$ cat src/common/pllcd_pkg.sv
// How it works
// pll multiplies reference by 5 to 64
// multiplier resets to six
// system clock divides vco by 1..15
// system divider change needs no relock
// core divider codes give 1,2,4,8
// buffered copy of reference clock out
// system clock output at system rate
// clock output on after reset, disableable
// peripherals on system, core on core clock
// software keeps system clock under maximum
// bypass runs both clocks at reference
// multiplier written in bypass applies later
// divider changes land on clock boundaries
`default_nettype none
package pllcd_pkg;
    // register byte offsets
    localparam logic [7:0] ADDR_MULT = 8'h00;
    localparam logic [7:0] ADDR_DIV  = 8'h04;
    localparam logic [7:0] ADDR_CTRL = 8'h08;
    localparam logic [7:0] ADDR_STAT = 8'h0C;
    // multiplier limits and reset value
    localparam logic [6:0] MULT_MIN   = 7'h05;
    localparam logic [6:0] MULT_MAX   = 7'h40;
    localparam logic [6:0] MULT_RESET = 7'h06;
    // divisor register fields
    localparam int SSEL_LSB = 0;
    localparam int CSEL_LSB = 4;
    localparam logic [3:0] SSEL_RESET = 4'h5;
    localparam logic [1:0] CSEL_RESET = 2'h0;
    // control register fields
    localparam int CTRL_BYPASS = 0;
    localparam int CTRL_CKOEN  = 1;
endpackage
`default_nettype wire

$ cat src/verilog/pllcd_divider.sv
`default_nettype none
// even-or-odd divider producing a clock enable pulse and level clock;
// a new ratio is loaded only when the count wraps so no pulse is cut short
module pllcd_divider #(
    parameter int W = 4
) (
    input  wire logic         pclk,
    input  wire logic         presetn,
    input  wire logic [W-1:0] ratio,    // divide ratio, 0 treated as 1
    output logic              tick,     // one pulse per output period
    output logic              clk_out   // divided level clock
);
    logic [W-1:0] cnt_r;     // position inside current period
    logic [W-1:0] active_r;  // ratio in use for current period
    logic [W-1:0] eff;
    logic [W:0]   pos_w;     // one bit wider to match half_w; count is at most 14 so plus one never wraps
    logic [W:0]   half_w;    // rounded-up half period, same widening

    assign pos_w  = {1'b0, cnt_r} + {{W{1'b0}}, 1'b1};
    assign half_w = ({1'b0, active_r} + {{W{1'b0}}, 1'b1}) >> 1;

    assign eff  = (ratio == '0) ? W'(1) : ratio;
    assign tick = (cnt_r == '0);

    // counter and boundary reload
    always_ff @(posedge pclk or negedge presetn) begin
        if (!presetn) begin
            cnt_r    <= '0;
            active_r <= W'(1);
        end else if (cnt_r >= active_r - W'(1)) begin
            cnt_r    <= '0;
            active_r <= eff;
        end else begin
            cnt_r <= cnt_r + W'(1);
        end
    end

    // high for first half of each period
    always_ff @(posedge pclk or negedge presetn) begin
        if (!presetn) begin
            clk_out <= 1'b0;
        end else begin
            clk_out <= (cnt_r >= active_r - W'(1)) ? 1'b1
                     : (pos_w < half_w);
        end
    end
endmodule
`default_nettype wire

$ cat src/verilog/pllcd_top.sv
`default_nettype none
// clock control model: no separate vco input is modelled, pclk stands in for it;
// dividers run as enables in pclk domain
module pllcd_top (
    input  wire logic        pclk,
    input  wire logic        presetn,
    input  wire logic        psel,
    input  wire logic        penable,
    input  wire logic        pwrite,
    input  wire logic [7:0]  paddr,
    input  wire logic [31:0] pwdata,
    output logic [31:0]      prdata,
    output logic             pready,
    output logic             pslverr,
    input  wire logic        ref_clock_in,     // reference level
    input  wire logic        ref_tick,         // one pulse per reference cycle
    output logic [6:0]       active_mult,      // multiplier the pll runs at
    output logic             buffered_ref_out,
    output logic             sys_clock_out,
    output logic             sys_tick,         // peripheral clock enable
    output logic             core_tick,        // core clock enable
    output logic             periph_clock,
    output logic             core_clock
);
    logic [6:0] mult_r;     // programmed multiplier
    logic [6:0] act_mult_r; // multiplier applied to the pll
    logic [3:0] ssel_r;     // system divider select
    logic [1:0] csel_r;     // core divider select
    logic       bypass_r;   // pll bypass
    logic       ckoen_r;    // system clock output enable
    logic       wr_en;
    logic [3:0] core_ratio;
    logic       s_tick, s_clk, c_tick, c_clk;

    assign pready  = 1'b1; // zero wait states
    assign pslverr = 1'b0;
    assign wr_en   = psel & penable & pwrite;

    // writes to control state
    always_ff @(posedge pclk or negedge presetn) begin
        if (!presetn) begin
            mult_r   <= pllcd_pkg::MULT_RESET;
            ssel_r   <= pllcd_pkg::SSEL_RESET;
            csel_r   <= pllcd_pkg::CSEL_RESET;
            bypass_r <= 1'b0;
            ckoen_r  <= 1'b1;
        end else if (wr_en) begin
            unique case (paddr)
                pllcd_pkg::ADDR_MULT: begin
                    // out-of-range values ignored to keep vco legal
                    if (pwdata[6:0] >= pllcd_pkg::MULT_MIN &&
                        pwdata[6:0] <= pllcd_pkg::MULT_MAX) begin
                        mult_r <= pwdata[6:0];
                    end
                end
                pllcd_pkg::ADDR_DIV: begin
                    // each field takes effect at its own divider's next wrap, no relock wait
                    ssel_r <= pwdata[pllcd_pkg::SSEL_LSB +: 4];
                    csel_r <= pwdata[pllcd_pkg::CSEL_LSB +: 2];
                end
                pllcd_pkg::ADDR_CTRL: begin
                    bypass_r <= pwdata[pllcd_pkg::CTRL_BYPASS];
                    ckoen_r  <= pwdata[pllcd_pkg::CTRL_CKOEN];
                end
                default: begin
                end
            endcase
        end
    end

    // multiplier reaches pll only outside bypass
    always_ff @(posedge pclk or negedge presetn) begin
        if (!presetn) begin
            act_mult_r <= pllcd_pkg::MULT_RESET;
        end else if (!bypass_r) begin
            act_mult_r <= mult_r;
        end
    end
    assign active_mult = act_mult_r;

    // read mux
    always_ff @(posedge pclk or negedge presetn) begin
        if (!presetn) begin
            prdata <= 32'h00000000;
        end else if (psel && !penable && !pwrite) begin
            unique case (paddr)
                pllcd_pkg::ADDR_MULT: prdata <= {25'h0, mult_r};
                pllcd_pkg::ADDR_DIV:  prdata <= {26'h0, csel_r, ssel_r};
                pllcd_pkg::ADDR_CTRL: prdata <= {30'h0, ckoen_r, bypass_r};
                pllcd_pkg::ADDR_STAT: prdata <= {25'h0, act_mult_r};
                default:              prdata <= 32'h00000000;
            endcase
        end
    end

    assign core_ratio = 4'h1 << csel_r;

    // system divider
    pllcd_divider #(.W(4)) u_sys (
        .pclk    (pclk),
        .presetn (presetn),
        .ratio   (ssel_r),
        .tick    (s_tick),
        .clk_out (s_clk)
    );
    // core divider
    pllcd_divider #(.W(4)) u_core (
        .pclk    (pclk),
        .presetn (presetn),
        .ratio   (core_ratio),
        .tick    (c_tick),
        .clk_out (c_clk)
    );

    // bypass routes the reference straight to both clocks
    assign core_clock   = bypass_r ? ref_clock_in : c_clk;
    assign periph_clock = bypass_r ? ref_clock_in : s_clk;
    assign core_tick    = bypass_r ? ref_tick : c_tick;
    assign sys_tick     = bypass_r ? ref_tick : s_tick;
    assign buffered_ref_out = ref_clock_in;
    assign sys_clock_out    = ckoen_r & periph_clock;

    // default multiplier after reset
    AST_MULT_RESET: assert property (@(posedge pclk) $rose(presetn) |-> mult_r == pllcd_pkg::MULT_RESET)
        else $error("multiplier not six after reset");
    AST_MULT_RANGE: assert property (@(posedge pclk) disable iff (!presetn)
        act_mult_r >= pllcd_pkg::MULT_MIN && act_mult_r <= pllcd_pkg::MULT_MAX)
        else $error("multiplier out of range");
    AST_BYPASS_HOLD: assert property (@(posedge pclk) disable iff (!presetn)
        bypass_r |=> $stable(act_mult_r))
        else $error("multiplier changed in bypass");
    AST_DIV_NOW: assert property (@(posedge pclk) disable iff (!presetn)
        wr_en && paddr == pllcd_pkg::ADDR_DIV |=> ssel_r == $past(pwdata[3:0]))
        else $error("divisor not applied next cycle");
    AST_CKO_OFF: assert property (@(posedge pclk) disable iff (!presetn)
        !ckoen_r |-> !sys_clock_out)
        else $error("clock output driven while disabled");
    AST_CORE_RATIO: assert property (@(posedge pclk) disable iff (!presetn)
        csel_r == 2'h3 |-> core_ratio == 4'h8)
        else $error("core ratio wrong");
    AST_BYPASS_CLK: assert property (@(posedge pclk) disable iff (!presetn)
        bypass_r |-> core_clock == ref_clock_in && periph_clock == ref_clock_in)
        else $error("bypass clocks not at reference");
    AST_BUF_REF: assert property (@(posedge pclk) disable iff (!presetn)
        buffered_ref_out == ref_clock_in)
        else $error("buffered reference mismatch");
    AST_SYS_OUT: assert property (@(posedge pclk) disable iff (!presetn)
        ckoen_r |-> sys_clock_out == periph_clock)
        else $error("clock output not at system rate");
endmodule
`default_nettype wire
$ cat config.mk
export PLATFORM = sky130hd
export DESIGN_NAME = pllcd_top
export DESIGN_NICKNAME = d
export VERILOG_FILES = /design/src/common/pllcd_pkg.sv /design/src/verilog/pllcd_divider.sv /design/src/verilog/pllcd_top.sv
export SDC_FILE = /design/constraint.sdc
export NUM_CORES = 1
export LEC_CHECK = 0
export BUFFER_PORTS_ARGS = -buffer_cell sky130_fd_sc_hd__buf_4
export CAP_MARGIN = 40
export CORE_UTILIZATION = 45
export DETAILED_ROUTE_END_ITERATION = 8
export PLACE_DENSITY = 0.73
export REMOVE_ABC_BUFFERS = 1
export SLEW_MARGIN = 10
export SYNTH_ARGS = -nofsm -noshare
export SYNTH_HDL_FRONTEND = slang
export SYNTH_SLANG_ARGS = --single-unit
$ cat constraint.sdc
create_clock -name pclk -period 2.3 [get_ports pclk]
set_input_delay 0.115 -clock pclk [delete_from_list [all_inputs] [get_ports pclk]]
set_output_delay 0.115 -clock pclk [all_outputs]
set_load 0.03 [all_outputs]
==> impl_metrics.tcl <==
set metrics [dict create \
    cts_tree "done" \
    setup_tns_ns 0 \
    clk_path_buf_depth 2 \
    required_ns 2.48 \
    maxCapViolations 0 \
    grt.overflow.total 0 \
    ys_types 46 \
    maxSlewViolCount 0 \
    io_pins 94 \
    maxSlewHeadroom_pct 60.12 \
    hold_depth 3 \
    top_layer "met4" \
    min_period_ns 2.189 \
    combPwrFrac_pct 26.1 \
    fin_nets 396 \
    avgSynthCellArea_um2 10.07 \
    outcome "finished, final reports clean" \
    groute.usage.overall_pct 18.12 \
    switchingPower_uw 591.8 \
    wl_met1_um 2348 \
    placed_area_mm2 0.003144 \
    peakVddDrop_mv 0.2848 \
    io_buffers 41 \
    initial_core_util_pct 47.61 \
    grt_pass1_wl_um 9039 \
    die_height_um 81.85 \
    yosys_warnings 0 \
    period_share_pct 95.18 \
    r2r_cells 7 \
    grt_max_degree 48 \
    hp-class "in -> reg" \
    ys_ff_latch 47 \
    setup_viol 0 \
    synth_edf_count 0 \
    cp-end-kind "flop" \
    cts-root-buf "clkbuf_8" \
    slowest_delay_ns 0.57 \
    rsz0062_at_grt "true" \
    cts_sinks 47 \
    met3_length_um 197 \
    fp.dieW_um 81.85 \
    fp-row-count 28 \
    crit_arrival_ns 2.37 \
    timing.fmax_mhz 456.8 \
    async_reset_ff_share_pct 100.0 \
    area_growth_pct 13.48 \
    path_max_fanout 5 \
    drive_above_1_share_pct 26.22 \
    antenna_found_initial 0 \
    synth_area_mm2 0.002869 \
    wire_per_inst_um 13.64 \
    p_leak_uw 0.001619 \
    clkTransAtPathRegs_ns 0.08 \
    vias 2069 \
    p_sw_share_pct 31.92 \
    skew_ns 0.002744 \
    grt_pass1_vias 1986 \
    insertion_delay_ns 0.29 \
    drtAntennaViolNets 0 \
    drc 0 \
    hpwl_um 4179 \
    final_area_mm2 0.003256 \
    routed_via_density 5.134 \
    fin_util_pct 54.03 \
    drt_pass1_iterations 4 \
    worstMarginPinSlew_ns 0.5981 \
    power.total_uw 1854 \
    cts_buffers 5 \
    n_antenna_cell 0 \
    netlist_instances 285 \
    drt_iter0_drc 91 \
    synth_seq_area_share_pct 41.39 \
    crit_chain "inv_1 -> ha_4 -> ha_1 -> a21boi_0 -> o21ai_1 -> a21oi_2 -> mux2_2" \
    core_area_mm2 0.006026 \
    fill_cells 557 \
    timing.final.hold_violations 0 \
    critPathKind "reg -> reg" \
    power.density_mw_per_mm2 569.5 \
    p_clk_share_pct 25.9 \
    met2_length_um 2842 \
    routabilityCongestion 0.8261 \
    slowest_stage "dfstp_2" \
    internal-power_uw 1262 \
    p_seq_share_pct 48.0 \
    cp-start-kind "flop" \
    postCtsSetupBuffers 0 \
    dieArea_mm2 0.006699 \
    wirelength_um 5497 \
    synth_flop_cell "dfrtp_1" \
    h-tree-depth 2 \
]
## kinds of logic (layout without fill, tap and decap cells)
| kind of cell | Yosys count | count (layout) | synth area share (%) |
|---|---|---|---|
| compound gates | 51 | 51 | 10.99 |
| xor+xnor | 12 | 12 | 3.664 |
| fa+ha+maj | 22 | 22 | 9.594 |
| buf+inv | 54 | 72 | 10.82 |
| flops | 47 | 47 | 41.39 |
| mux | 24 | 24 | 9.900 |
| other cells | 2 | 27 | 0.2618 |
| simple gates | 73 | 73 | 13.39 |
## metrics by stage
step | setup WS [ns] | hold slack, ns | cells
finish | 0.1109 | 0.07203 | 403
detailed placement | 0.05830 | 0.1639 | 394
CTS | 0.03690 | 0.05982 | 403
global route | -0.004205 | 0.07212 | 403
floorplan | 0.1183 | -0.1806 | 276
global placement | 0.1036 | 0.1626 | 394
## layout by cell type (no fill, tap or decap), types with 3 or more instances in the layout
| cell type | synthesis | routed |
|---|---|---|
| clkbuf_8 | 0 | 5 |
| mux2i_1 | 7 | 6 |
| xnor2_1 | 9 | 9 |
| o21ai_1 | 1 | 3 |
| a31oi_1 | 3 | 3 |
| a21oi_1 | 9 | 9 |
| dfrtp_1 | 38 | 38 |
| nor3_1 | 4 | 4 |
| and2_1 | 8 | 8 |
| inv_1 | 20 | 20 |
| dfstp_2 | 9 | 9 |
| buf_4 | 28 | 42 |
| mux2_2 | 15 | 15 |
| ha_1 | 22 | 21 |
| nand2_1 | 22 | 22 |
| o21ai_0 | 20 | 18 |
| a21o_1 | 4 | 4 |
| a21boi_0 | 3 | 3 |
| nor2_1 | 17 | 17 |
| nor2b_1 | 3 | 3 |
| conb_1 | 2 | 27 |
| nand3_1 | 7 | 7 |
| xor2_1 | 3 | 3 |
## registers in the layout, indices dropped and copies added, names as in the netlist, 2 cells and up
register	count
u_sys.cnt_r	4
u_sys.active_r	4
u_core.active_r	4
ssel_r	4
csel_r	2
mult_r	7
active_mult	7
u_core.cnt_r	4
prdata	7
## cell usage after synthesis (4+ instances only)
| cell | n | share of area, % |
|---|---|---|
| a21o_1 | 4 | 1.0 |
| a21oi_1 | 9 | 1.6 |
| and2_1 | 8 | 1.7 |
| buf_4 | 28 | 7.3 |
| clkbuf_1 | 4 | 0.52 |
| dfrtp_1 | 38 | 33 |
| dfstp_2 | 9 | 8.2 |
| ha_1 | 22 | 9.6 |
| inv_1 | 20 | 2.6 |
| mux2_2 | 15 | 5.9 |
| mux2i_1 | 7 | 2.4 |
| nand2_1 | 22 | 2.9 |
| nand3_1 | 7 | 1.2 |
| nor2_1 | 17 | 2.2 |
| nor3_1 | 4 | 0.70 |
| o21ai_0 | 20 | 3.5 |
| xnor2_1 | 9 | 2.7 |
## routing by layer
layer | GRT usage [%] | vias to the layer above
met3 | 2.556 | 7
met5 | 0 | -
met1 | 22.37 | 1004
li1 | - | 1009
met4 | 8.772 | 0
met2 | 30.91 | 49
## what timing repair did
action | in CTS | in global routing
gates resized for setup | 0 | 5
setup endpoints to repair | 0 | 7
hold buffers | 1 | 0
endpoints found under the hold margin | 38 | 0
## power by group through the flow
stage	Sequential [uW]	Combinational, uW	Clock (uW)
final	889	484	480
after global routing	894	541	520
after CTS	889	480	495
after detailed placement	905	478	0
after global placement	905	467	0
after floorplan	900	312	0
## path summary, 6_finish.rpt
kind	startpoint	end	slack, ns
max	u_core.active_r[0]	u_core.active_r[2]	0.11
min	pwdata[6]	mult_r[2]	0.07
max reg2reg	u_core.active_r[0]	u_core.active_r[2]	0.11
min reg2reg	prdata[1]	prdata[1]	0.49
max in group asynchronous	presetn	u_core.cnt_r[0]	1.54
min in group asynchronous	presetn	u_sys.cnt_r[0]	0.36
## final cells by class
cell class / count / area (um^2) / area share [%]
Clock inverter: 1 / 5.005 / 0.1537
Multi-Input combinational cell: 209 / 1481 / 45.50
Tap cell: 75 / 93.84 / 2.882
Sequential cell: 47 / 1187 / 36.47
Timing Repair Buffer: 44 / 336.6 / 10.34
Clock buffer: 7 / 76.32 / 2.344
Inverter: 20 / 75.07 / 2.306
## worst max-delay path: cells and delay by family (launching register included)
family,cells,cell delay (ns)
flops,1,0.57
compound gates,3,0.54
fa+ha+maj,2,0.52
mux,1,0.36
buf+inv,1,0.10
Note: power is estimated with default switching activity, not from simulation.
